<file path="src/inc/gdc_consts.vh">
// Constants for the gate driver control register bank.
// Assumes a frame decoder outside hands over whole 16-bit words.
// Operation
// - Drive-option register at 0x02, resets to zero
// - Bit 9 set masks charge-pump undervoltage fault
// - Bit 8 set masks gate drive faults
// - Bit 7 routes temperature warning to fault
// - Bits 6-5 select six/three/single/independent input
// - Bit 4 picks freewheel rectification, single mode
// - Bit 3 ORed with phase C high direction, single mode
// - Bit 2 forces all gate outputs off
// - Bit 1 ORed with phase C low low_side_all_on, single mode
// - Bit 0 clears latched faults, self-clears
// - Key 110b locks all but key, 0x02[2:0]
// - Unlocked, other key values are ignored
// - Locked, 011b unlocks; key resets to 011b
// - High side resets 0x377, low 0x777
// - Peak drive time code 500 to 4000 ns
// - Retry-clear on PWM input for overcurrent
// - Overcurrent mode 01b means automatic retry
// - Summary fault is OR, mirrors fault pin
// - Frame: read flag, address, eleven data bits
`ifndef GDC_CONSTS_VH
`define GDC_CONSTS_VH
`define GDC_ADDR_DRV 4'h2
`define GDC_ADDR_HS 4'h3
`define GDC_ADDR_LS 4'h4
`define GDC_RST_DRV 11'h000
`define GDC_RST_HS 11'h377
`define GDC_RST_LS 11'h777
`define GDC_MASK_DRV 11'h3ff
`define GDC_MASK_HS 11'h777
`define GDC_MASK_LS 11'h777
`define GDC_LOCKED_KEEP 11'h007
`define GDC_KEY_LOCK 3'h6
`define GDC_KEY_UNLOCK 3'h3
`define GDC_OCP_RETRY 2'h1
`define GDC_MODE_SIX 2'h0
`define GDC_MODE_THREE 2'h1
`define GDC_MODE_SINGLE 2'h2
`define GDC_MODE_INDEP 2'h3
`define GDC_FRM_RD 15
`define GDC_FRM_ADDR_HI 14
`define GDC_FRM_ADDR_LO 11
`define GDC_FRM_DATA_HI 10
`define GDC_FRM_DATA_LO 0
`define GDC_KEY_HI 10
`define GDC_KEY_LO 8
`define GDC_LOW_HI 7
`define GDC_KEEP_HI 2
`define GDC_BIT_PUMP_OFF 9
`define GDC_BIT_GATE_OFF 8
`define GDC_BIT_WARN_REP 7
`define GDC_MODE_HI 6
`define GDC_MODE_LO 5
`define GDC_BIT_FREEWHEEL 4
`define GDC_BIT_DIR 3
`define GDC_BIT_HIZ 2
`define GDC_BIT_LOW_SIDE_ALL_ON 1
`define GDC_BIT_CLEAR 0
`define GDC_BIT_RETRY 10
`define GDC_SRC_LO 4
`define GDC_SNK_LO 0
`define GDC_TIME_HI 9
`define GDC_TIME_LO 8
`define GDC_SIDES 2
`define GDC_LOW_W 8
`define GDC_CODE_W 3
`define GDC_SRC_MA_W 8
`define GDC_SNK_MA_W 9
`define GDC_RST_KEY 3'h3
`define GDC_RST_HS_LOW 8'h77
`define GDC_MASK_CUR 8'h77
`define GDC_READ_NONE 11'h000
`define GDC_CODE_0 3'h0
`define GDC_CODE_1 3'h1
`define GDC_CODE_2 3'h2
`define GDC_CODE_3 3'h3
`define GDC_CODE_4 3'h4
`define GDC_CODE_5 3'h5
`define GDC_CODE_6 3'h6
`define GDC_SRC_MA_0 8'h0f
`define GDC_SRC_MA_1 8'h0f
`define GDC_SRC_MA_2 8'h2d
`define GDC_SRC_MA_3 8'h3c
`define GDC_SRC_MA_4 8'h5a
`define GDC_SRC_MA_5 8'h69
`define GDC_SRC_MA_6 8'h87
`define GDC_SRC_MA_7 8'h96
`define GDC_TIME_CODE_0 2'h0
`define GDC_TIME_CODE_1 2'h1
`define GDC_TIME_CODE_2 2'h2
`define GDC_TIME_NS_0 13'h01f4
`define GDC_TIME_NS_1 13'h03e8
`define GDC_TIME_NS_2 13'h07d0
`define GDC_TIME_NS_3 13'h0fa0
`endif

</file>
<file path="src/logic/gdc_regs.v">
// Gate driver control registers: drive options, high/low gate current.
// Assumes frame words arrive as one-cycle strobes synchronous to clock.
`include "gdc_consts.vh"
`default_nettype none
module gdc_regs (
  input wire clock,
  input wire sys_rst,
  input wire frame_valid,
  input wire [15:0] frame_word,
  output reg [10:0] read_data,
  output reg read_valid,
  input wire [1:0] overcurrent_handling,
  input wire drain_source_overcurrent,
  input wire sense_overcurrent,
  input wire pwm_edge,
  input wire temp_warning,
  input wire pump_uv_raw,
  input wire gate_fault_raw,
  input wire other_fault,
  input wire phase_c_high_in,
  input wire phase_c_low_in,
  output wire fault_out_n,
  output wire summary_fault,
  output wire latched_fault_clear,
  output wire overcurrent_auto_clear,
  output wire [1:0] input_mode,
  output wire single_mode,
  output wire single_input_freewheel,
  output wire single_input_direction,
  output wire low_side_all_on,
  output wire all_outputs_hiz,
  output wire [7:0] high_source_ma,
  output wire [8:0] high_sink_ma,
  output wire [7:0] low_source_ma,
  output wire [8:0] low_sink_ma,
  output wire [12:0] peak_drive_ns,
  output wire locked
);
  // ******************************
  // Decoders
  // ******************************
  // Source current in mA from a three-bit code
  function [7:0] src_ma;
    input [2:0] c;
    begin
      case (c)
        `GDC_CODE_0: src_ma = `GDC_SRC_MA_0;
        `GDC_CODE_1: src_ma = `GDC_SRC_MA_1;
        `GDC_CODE_2: src_ma = `GDC_SRC_MA_2;
        `GDC_CODE_3: src_ma = `GDC_SRC_MA_3;
        `GDC_CODE_4: src_ma = `GDC_SRC_MA_4;
        `GDC_CODE_5: src_ma = `GDC_SRC_MA_5;
        `GDC_CODE_6: src_ma = `GDC_SRC_MA_6;
        default: src_ma = `GDC_SRC_MA_7;
      endcase
    end
  endfunction

  // Sink steps are twice the source steps
  function [8:0] snk_ma;
    input [2:0] c;
    begin
      snk_ma = {src_ma(c), 1'b0};
    end
  endfunction

  // Peak drive time doubles per code step
  function [12:0] peak_ns;
    input [1:0] c;
    begin
      case (c)
        `GDC_TIME_CODE_0: peak_ns = `GDC_TIME_NS_0;
        `GDC_TIME_CODE_1: peak_ns = `GDC_TIME_NS_1;
        `GDC_TIME_CODE_2: peak_ns = `GDC_TIME_NS_2;
        default: peak_ns = `GDC_TIME_NS_3;
      endcase
    end
  endfunction

  // Address match, one per register
  function hit;
    input [3:0] a;
    input [3:0] target;
    begin
      hit = (a == target);
    end
  endfunction

  // Reserved bits are cut on every write
  function [10:0] masked;
    input [10:0] d;
    input [10:0] m;
    begin
      masked = d & m;
    end
  endfunction

  // Key moves only on its one legal code for the present lock state
  function key_ok;
    input is_locked;
    input [2:0] k;
    begin
      if (is_locked) begin
        key_ok = (k == `GDC_KEY_UNLOCK);
      end else begin
        key_ok = (k == `GDC_KEY_LOCK);
      end
    end
  endfunction

  // Single-input mode out of the four input modes
  function is_single;
    input [1:0] m;
    begin
      case (m)
        `GDC_MODE_SIX: is_single = 1'b0;
        `GDC_MODE_THREE: is_single = 1'b0;
        `GDC_MODE_SINGLE: is_single = 1'b1;
        `GDC_MODE_INDEP: is_single = 1'b0;
        default: is_single = 1'b0;
      endcase
    end
  endfunction

  // Retry handling out of the overcurrent modes
  function is_retry;
    input [1:0] m;
    begin
      case (m)
        `GDC_OCP_RETRY: is_retry = 1'b1;
        default: is_retry = 1'b0;
      endcase
    end
  endfunction

  // ******************************
  // Frame fields
  // ******************************
  wire rd;
  wire [3:0] addr;
  wire [10:0] wd;
  wire wr;
  wire rd_take;

  assign rd = frame_word[`GDC_FRM_RD];
  assign addr = frame_word[`GDC_FRM_ADDR_HI:`GDC_FRM_ADDR_LO];
  assign wd = frame_word[`GDC_FRM_DATA_HI:`GDC_FRM_DATA_LO];
  assign wr = frame_valid & ~rd;
  assign rd_take = frame_valid & rd;

  // ******************************
  // Register selects
  // ******************************
  wire wr_drv;
  wire wr_hs;
  wire wr_ls;

  assign wr_drv = wr & hit(addr, `GDC_ADDR_DRV);
  assign wr_hs = wr & hit(addr, `GDC_ADDR_HS);
  assign wr_ls = wr & hit(addr, `GDC_ADDR_LS);

  // ******************************
  // Storage
  // ******************************
  reg [10:0] drv;
  reg [2:0] key;
  reg [7:0] hs_low;
  reg [10:0] ls;

  reg [10:0] next_drv;
  reg [2:0] next_key;
  reg [7:0] next_hs_low;
  reg [10:0] next_ls;
  reg [10:0] next_read_data;

  wire [10:0] hs;
  wire key_take;

  assign hs = {key, hs_low};
  assign locked = (key == `GDC_KEY_LOCK);
  assign key_take = key_ok(locked, wd[`GDC_KEY_HI:`GDC_KEY_LO]);

  // ******************************
  // Next values
  // ******************************
  // Clear bit falls back to zero one cycle after a write
  always @* begin
    next_drv = drv;
    next_drv[`GDC_BIT_CLEAR] = 1'b0;
    if (wr_drv) begin
      if (locked) begin
        // All_outputs_hiz, low_side_all_on and clear stay open so a locked host can still stop
        next_drv[`GDC_KEEP_HI:`GDC_BIT_CLEAR] = wd[`GDC_KEEP_HI:`GDC_BIT_CLEAR];
      end else begin
        next_drv = masked(wd, `GDC_MASK_DRV);
      end
    end
  end

  always @* begin
    next_key = key;
    if (wr_hs && key_take) begin
      next_key = wd[`GDC_KEY_HI:`GDC_KEY_LO];
    end
  end

  // Reserved current bits read back as zero
  always @* begin
    next_hs_low = hs_low;
    if (wr_hs && !locked) begin
      next_hs_low = wd[`GDC_LOW_HI:`GDC_FRM_DATA_LO] & `GDC_MASK_CUR;
    end
  end

  always @* begin
    next_ls = ls;
    if (wr_ls && !locked) begin
      next_ls = masked(wd, `GDC_MASK_LS);
    end
  end

  // Unmapped addresses read as zero
  always @* begin
    next_read_data = read_data;
    if (rd_take) begin
      case (addr)
        `GDC_ADDR_DRV: next_read_data = drv;
        `GDC_ADDR_HS: next_read_data = hs;
        `GDC_ADDR_LS: next_read_data = ls;
        default: next_read_data = `GDC_READ_NONE;
      endcase
    end
  end

  // ******************************
  // Registers
  // ******************************
  always @(posedge clock or posedge sys_rst) begin
    if (sys_rst) begin
      drv <= `GDC_RST_DRV;
    end else begin
      drv <= next_drv;
    end
  end

  always @(posedge clock or posedge sys_rst) begin
    if (sys_rst) begin
      key <= `GDC_RST_KEY;
    end else begin
      key <= next_key;
    end
  end

  always @(posedge clock or posedge sys_rst) begin
    if (sys_rst) begin
      hs_low <= `GDC_RST_HS_LOW;
    end else begin
      hs_low <= next_hs_low;
    end
  end

  always @(posedge clock or posedge sys_rst) begin
    if (sys_rst) begin
      ls <= `GDC_RST_LS;
    end else begin
      ls <= next_ls;
    end
  end

  always @(posedge clock or posedge sys_rst) begin
    if (sys_rst) begin
      read_data <= `GDC_READ_NONE;
      read_valid <= 1'b0;
    end else begin
      read_data <= next_read_data;
      read_valid <= rd_take;
    end
  end

  // ******************************
  // Gate current decode
  // ******************************
  // Both sides share one field layout, so one loop decodes both
  wire [15:0] cur_low;
  wire [15:0] src_all;
  wire [17:0] snk_all;
  genvar side;

  assign cur_low = {ls[`GDC_LOW_HI:`GDC_FRM_DATA_LO], hs_low};
  generate
    for (side = 0; side < `GDC_SIDES; side = side + 1) begin : g_side
      assign src_all[side * `GDC_SRC_MA_W +: `GDC_SRC_MA_W] =
        src_ma(cur_low[side * `GDC_LOW_W + `GDC_SRC_LO +: `GDC_CODE_W]);
      assign snk_all[side * `GDC_SNK_MA_W +: `GDC_SNK_MA_W] =
        snk_ma(cur_low[side * `GDC_LOW_W + `GDC_SNK_LO +: `GDC_CODE_W]);
    end
  endgenerate

  assign high_source_ma = src_all[7:0];
  assign low_source_ma = src_all[15:8];
  assign high_sink_ma = snk_all[8:0];
  assign low_sink_ma = snk_all[17:9];

  // ******************************
  // Drive option outputs
  // ******************************
  assign input_mode = drv[`GDC_MODE_HI:`GDC_MODE_LO];
  assign single_mode = is_single(input_mode);
  assign single_input_freewheel = single_mode & drv[`GDC_BIT_FREEWHEEL];
  // Pin and bit are ORed only in single-input mode; other modes keep them low
  assign single_input_direction = single_mode & (drv[`GDC_BIT_DIR] | phase_c_high_in);
  assign all_outputs_hiz = drv[`GDC_BIT_HIZ];
  assign low_side_all_on = single_mode & (drv[`GDC_BIT_LOW_SIDE_ALL_ON] | phase_c_low_in);
  assign latched_fault_clear = drv[`GDC_BIT_CLEAR];

  // ******************************
  // Peak drive time
  // ******************************
  assign peak_drive_ns = peak_ns(ls[`GDC_TIME_HI:`GDC_TIME_LO]);

  // ******************************
  // Overcurrent retry
  // ******************************
  wire retry_mode;
  wire any_overcurrent;

  assign retry_mode = is_retry(overcurrent_handling);
  assign any_overcurrent = drain_source_overcurrent | sense_overcurrent;
  assign overcurrent_auto_clear = ls[`GDC_BIT_RETRY] & retry_mode
                                & pwm_edge & any_overcurrent;

  // ******************************
  // Fault summary
  // ******************************
  wire pump_uv_on;
  wire gate_fault_on;
  wire warn_on;

  assign pump_uv_on = pump_uv_raw & ~drv[`GDC_BIT_PUMP_OFF];
  assign gate_fault_on = gate_fault_raw & ~drv[`GDC_BIT_GATE_OFF];
  assign warn_on = temp_warning & drv[`GDC_BIT_WARN_REP];
  // Overcurrent and other faults have no mask bit in this bank
  assign summary_fault = pump_uv_on | gate_fault_on | warn_on
                       | any_overcurrent | other_fault;
  assign fault_out_n = ~summary_fault;
endmodule
`default_nettype wire

</file>
<file path="config.mk">
export PLATFORM = sky130hd
export DESIGN_NAME = gdc_regs
export DESIGN_NICKNAME = d
export VERILOG_FILES = /design/src/logic/gdc_regs.v
export VERILOG_INCLUDE_DIRS = /design/src /design/src/inc
export SDC_FILE = /design/constraint.sdc
export NUM_CORES = 1
export LEC_CHECK = 0
export BUFFER_PORTS_ARGS = -buffer_cell sky130_fd_sc_hd__buf_4
export CAP_MARGIN = 20
export CORE_MARGIN = 5
export CORE_UTILIZATION = 51
export CTS_CLUSTER_SIZE = 25
export DETAILED_ROUTE_END_ITERATION = 8
export GPL_TIMING_DRIVEN = 0
export PLACE_DENSITY = 0.83
export SETUP_SLACK_MARGIN = 0.05
export SLEW_MARGIN = 30
export SYNTH_ARGS = -nofsm -noshare
export SYNTH_HDL_FRONTEND = slang
export SYNTH_SLANG_ARGS = --single-unit
</file>
<file path="constraint.sdc">
create_clock -name clock -period 3.9 [get_ports clock]
set_input_delay 0 -clock clock [delete_from_list [all_inputs] [get_ports clock]]
set_output_delay 0 -clock clock [all_outputs]
set_load 0.02 [all_outputs]
</file>
==> Word-level counts from Yosys, hierarchy flattened <==
Index checks and enable logic that the tools add are counted.
{ "totals": {"ramBits": 0, "rom_bits": 0, "regBits": 40, "output_inout_bits": 71, "word_cells": 96, "mem_count": 0, "input_bits": 30, "latch_bits": 0} }
{ "classes": {"n_bitwise": 26, "n_reduce_logical": 16, "add_sub_neg": 0, "n_eq_ne": 36, "n_shift": 0, "mul": 0, "n_mux": 10, "div": 0, "order_cmp": 0} }
{ "op_table": {"columns": ["op", "count"], "rows": [
  ["$pmux W8 S6", 4],
  ["$eq A3 B3 Y1 const B", 14],
  ["$pmux W12 S3", 1],
  ["$pmux W11 S3", 1],
  ["$eq A3 B2 Y1 const B", 9],
  ["$and A1 B1 Y1", 14],
  ["$eq A3 B1 Y1 const B", 4],
  ["$logic_not A3 Y1", 4],
  ["$eq A4 B2 Y1 const B", 2],
  ["$reduce_or A2 Y1", 4],
  ["$or A1 B1 Y1", 7],
  ["$eq A2 B1 Y1 const B", 3],
  ["$eq A2 B2 Y1 const B", 3],
  ["$not A1 Y1", 5],
  ["$eq A4 B3 Y1 const B", 1],
  ["$logic_not A2 Y1", 2],
  ["$logic_and A1 B1 Y1", 3],
  ["$mux W1", 3],
  ["$reduce_or A3 Y1", 1],
  ["$pmux W1 S2", 1],
  ["$reduce_and A2 Y1", 1],
  ["$logic_not A1 Y1", 1]
]} }

==> Longest topological paths before layout <==
{ "depth": {"depth_word": 7, "mapped_depth": 4} }

==> Least setup slack after synthesis <==
OpenSTA, ideal clock, no wires.
{ "synth_path": {"kind": "register to output", "from": "reg hs_low[6]", "to": "out high_source_ma[0]", "path_stages_with_launch": 5, "t_required_ns": 3.900, "path_slack_ns": 2.184, "arrival_time_ns": 1.716, "cell_sequence": "dfstp_2 > nor2b_1 > inv_2 > o21ai_1 > inv_1"} }
{ "synth_between": {"elab_chain_cells": 3, "word_cells_on_any_way": 9, "cone_classes": "6 x eq/ne; 1 x mux; 2 x reduce/logical"} }
{ "synth_lines": {"columns": ["element", "line", "text"], "rows": [
  ["start, declared", "gdc_regs.v:167", "reg [7:0] hs_low;"],
  ["start signal, assigned", "gdc_regs.v:256", "hs_low <= `GDC_RST_HS_LOW;"],
  ["start signal, assigned", "gdc_regs.v:258", "hs_low <= next_hs_low;"],
  ["$eq A3 B1 Y1 / $logic_not A3 Y1 (equally long branches)", "gdc_regs.v:46", "case (c)"],
  ["$reduce_or A2 Y1 (no line)", null, null],
  ["$pmux W8 S6 (*)", "gdc_regs.v:46", null],
  ["end, declared", "gdc_regs.v:32", "output wire [7:0] high_source_ma,"]
]} }
Mark *: on every way between the ends. The rest lies on a longest branch, timed or not.

==> Final worst setup path <==
{ "layout_path": {"from": "reg key[0]", "to": "reg drv[6]"} }
{ "layout_between": {"elab_chain_cells": 3} }
{ "layout_lines": {"columns": ["element", "line", "text"], "rows": [
  ["start, declared", "gdc_regs.v:166", "reg [2:0] key;"],
  ["start signal, assigned", "gdc_regs.v:248", "key <= `GDC_RST_KEY;"],
  ["start signal, assigned", "gdc_regs.v:250", "key <= next_key;"],
  ["$eq A3 B3 Y1 (no line)", null, null],
  ["$not A1 Y1 (no line)", null, null],
  ["$reduce_and A2 Y1 (no line)", null, null],
  ["end signal, assigned", "gdc_regs.v:240", "drv <= `GDC_RST_DRV;"],
  ["end signal, assigned", "gdc_regs.v:242", "drv <= next_drv;"],
  ["end, declared", "gdc_regs.v:165", "reg [10:0] drv;"]
]} }
Every way passes these cells.
A chain may end at the register's enable or synchronous reset.

==> flow_metrics.tcl <==
set metrics [dict create \
    status "finished clean" \
    post-cts-setup-buffers 0 \
    stdcell_count 386 \
    critical_path.endpoint "drv[6]" \
    yosysSeqAreaShare 0.458 \
    port_buffers 93 \
    crit_type "reg2reg" \
    nets 363 \
    globalRouteMet3Util 0.0520 \
    cts_buffers 5 \
    grtUsageTotal 0.211 \
    core.rowCount 24 \
    postLayoutCellArea_um2 3300 \
    clock-skew-final_ns 0.00505 \
    worstSetupEndpointType "flip-flop" \
    ys_types 41 \
    antenna_found_initial 0 \
    p_leak_nw 1.68 \
    setup_violations 0 \
    clkTransAtPathRegs_ns 0.08 \
    hp-start "frame_word[15]" \
    grt_pass1_vias 2055 \
    critPathMaxStageDelay_ns 0.56 \
    cts_tree "built" \
    firstDrtPassIters 4 \
    gr-total-overflow 0 \
    wl_per_cell_um 15.6 \
    fillCellCount 298 \
    cp-start-kind "flip-flop" \
    ys_ff_latch 40 \
    hp-class "in2reg" \
    regArea_um2 1020 \
    hpwlAfterDp_mm 4.50 \
    tightest_slew_ns 0.761 \
    die_y_um 76.1 \
    placed_cell_area_um2 3040 \
    reg2reg_depth 3 \
    htreeDepth 2 \
    cts_hold_buf 13 \
    synth_top_cell_by_area "dfrtp_1" \
    grt_max_degree 26 \
    drtIter0Drc 88 \
    drive_gt1_frac 0.443 \
    drc 0 \
    rrSetupSlack_ns 1.91 \
    core_um2 4290 \
    async_flop_share 1.00 \
    crit_start "key[0]" \
    rsz0062_at_grt "false" \
    fin_crit_sh 0.509 \
    r2r_start "key[0]" \
    cap_violations 0 \
    postRouteAntennaNets 0 \
    relSlewSlack 0.492 \
    vias_per_cell 5.20 \
    r2r-end "drv[6]" \
    power.density_nw_per_um2 343 \
    cts_sinks 40 \
    period_needed_ns 1.99 \
    critPathRequiredTime_ns 4.07 \
    wirelength_mm 6.03 \
    synth-edff-count 0 \
    cts-root-buf "clkbuf_8" \
    grt_use_met2 0.355 \
    clock_path_buffers 2 \
    place_inst 365 \
    crit_arrival_ns 2.16 \
    antennaDiodeCount 0 \
    met1_usage 0.263 \
    critical_path.max_fanout 7 \
    finalMaxSlewViolations 0 \
    insertion_delay_ns 0.29 \
    setup-tns-final_ns 0 \
    cts_resized 0 \
    finalHoldViolCount 0 \
    grt_pass1_wl_mm 10.1 \
    routed-via-count 2008 \
    busiest_layer "met2" \
    syn_to_final_growth_pct 47.8 \
    start_util 0.519 \
    multi_input_area_um2 1040 \
    yosys-top-cells-area "dfrtp_1, dfstp_2, mux2_1" \
    die_x_um 76.1 \
    syn_area_per_cell_um2 10.4 \
    fmax_mhz 504 \
    final_common_cell "buf_4" \
    worstPathCellList "nand3b_1 > nand4_1 > mux2_1" \
    slowest_stage "dfstp_2" \
    syn_inst 214 \
    synth_warnings 0 \
    synth_top_area_frac 0.258 \
    max-vdd-ir-drop_mv 0.280 \
    die-area_um2 5790 \
    gp_congestion 0.812 \
    synth_flop_cell "dfrtp_1" \
    synth_area_um2 2230 \
    mostFrequentLayoutCells "buf_4, mux2_1, dfrtp_1" \
    num_io_pins 101 \
]
==> power breakdown <==
part	leakage [nW]	internal [mW]	switching, mW
clock network	0.0645	0.226	0.146
registers	0.486	0.453	0.0291
logic	1.13	0.130	0.147
total	1.68	0.809	0.322
==> worst min-delay path by stage <==
stage              to  slack, ns  cells past startpoint
6_report       key[0]       0.04                      3
5_1_grt        key[0]       0.06                      3
2_1_floorplan  key[0]       0.06                      1
3_3_place_gp   key[0]       0.19                      2
3_5_place_dp   drv[2]      0.007                      2
4_1_cts        key[0]       0.02                      3
==> worst max-delay path: cells and delay by family (launching register included) <==
kind	cells	cell delay [ns]
flops	1	0.56
mux	1	0.46
simple gates	2	0.86
==> kinds of logic after synthesis <==
| family | after synthesis | synth area share |
|---|---|---|
| and+or+nand+nor | 64 | 0.184 |
| DFF | 40 | 0.458 |
| buffers and inverters | 40 | 0.0830 |
| AOI/OAI and AO/OA | 37 | 0.115 |
| muxes | 31 | 0.157 |
| other | 2 | 0.00337 |
==> per-layer routing <==
layer | wire length, um | vias up
li1 | - | 964
met3 | 407 | 11
met1 | 2430 | 959
met4 | 108 | 0
met5 | 0 | -
met2 | 3080 | 74
==> sequential cells by signal (all words and copies together) (netlist names) <==
signal and cells:
read_data 11, drv 10, ls 9, hs_low 6, key 3, read_valid 1
==> synthesized netlist by cell type (all sizes together) (2+ instances only) <==
cell type	instances
mux2	31
inv	28
dfrtp	23
nand2	22
dfstp	17
o21ai	12
buf	10
a22oi	8
nor2	7
nor2b	6
and3b	4
nand2b	4
nand3	4
o31ai	4
a21o	3
a32oi	3
and2	3
nor3b	3
and2b	2
clkbuf	2
conb	2
nand4	2
nand4bb	2
o21a	2
==> cell type report <==
cell class / count / area share
multi-input combinational: 139 / 0.316
sequential: 40 / 0.310
timing repair buffer: 107 / 0.260
clock inverter: 1 / 0.00911
clock buffer: 7 / 0.0292
tap: 52 / 0.0197
buffer: 12 / 0.0243
inverter: 28 / 0.0319
==> per-stage QoR <==
stage / utilization / hold WS, ns / power (mW) / setup WS [ns]
6_report: 0.767 / 0.0357 / 1.13 / 1.91
5_1_grt: 0.767 / 0.0554 / 1.18 / 1.80
4_1_cts: 0.767 / 0.0247 / 1.13 / 1.90
3_5_place_dp: 0.708 / 0.00699 / 0.755 / 1.90
3_3_place_gp: 0.701 / 0.185 / 0.744 / 1.94
2_1_floorplan: - / 0.0638 / 0.630 / 2.18
Power figures use the tool's default switching activity.
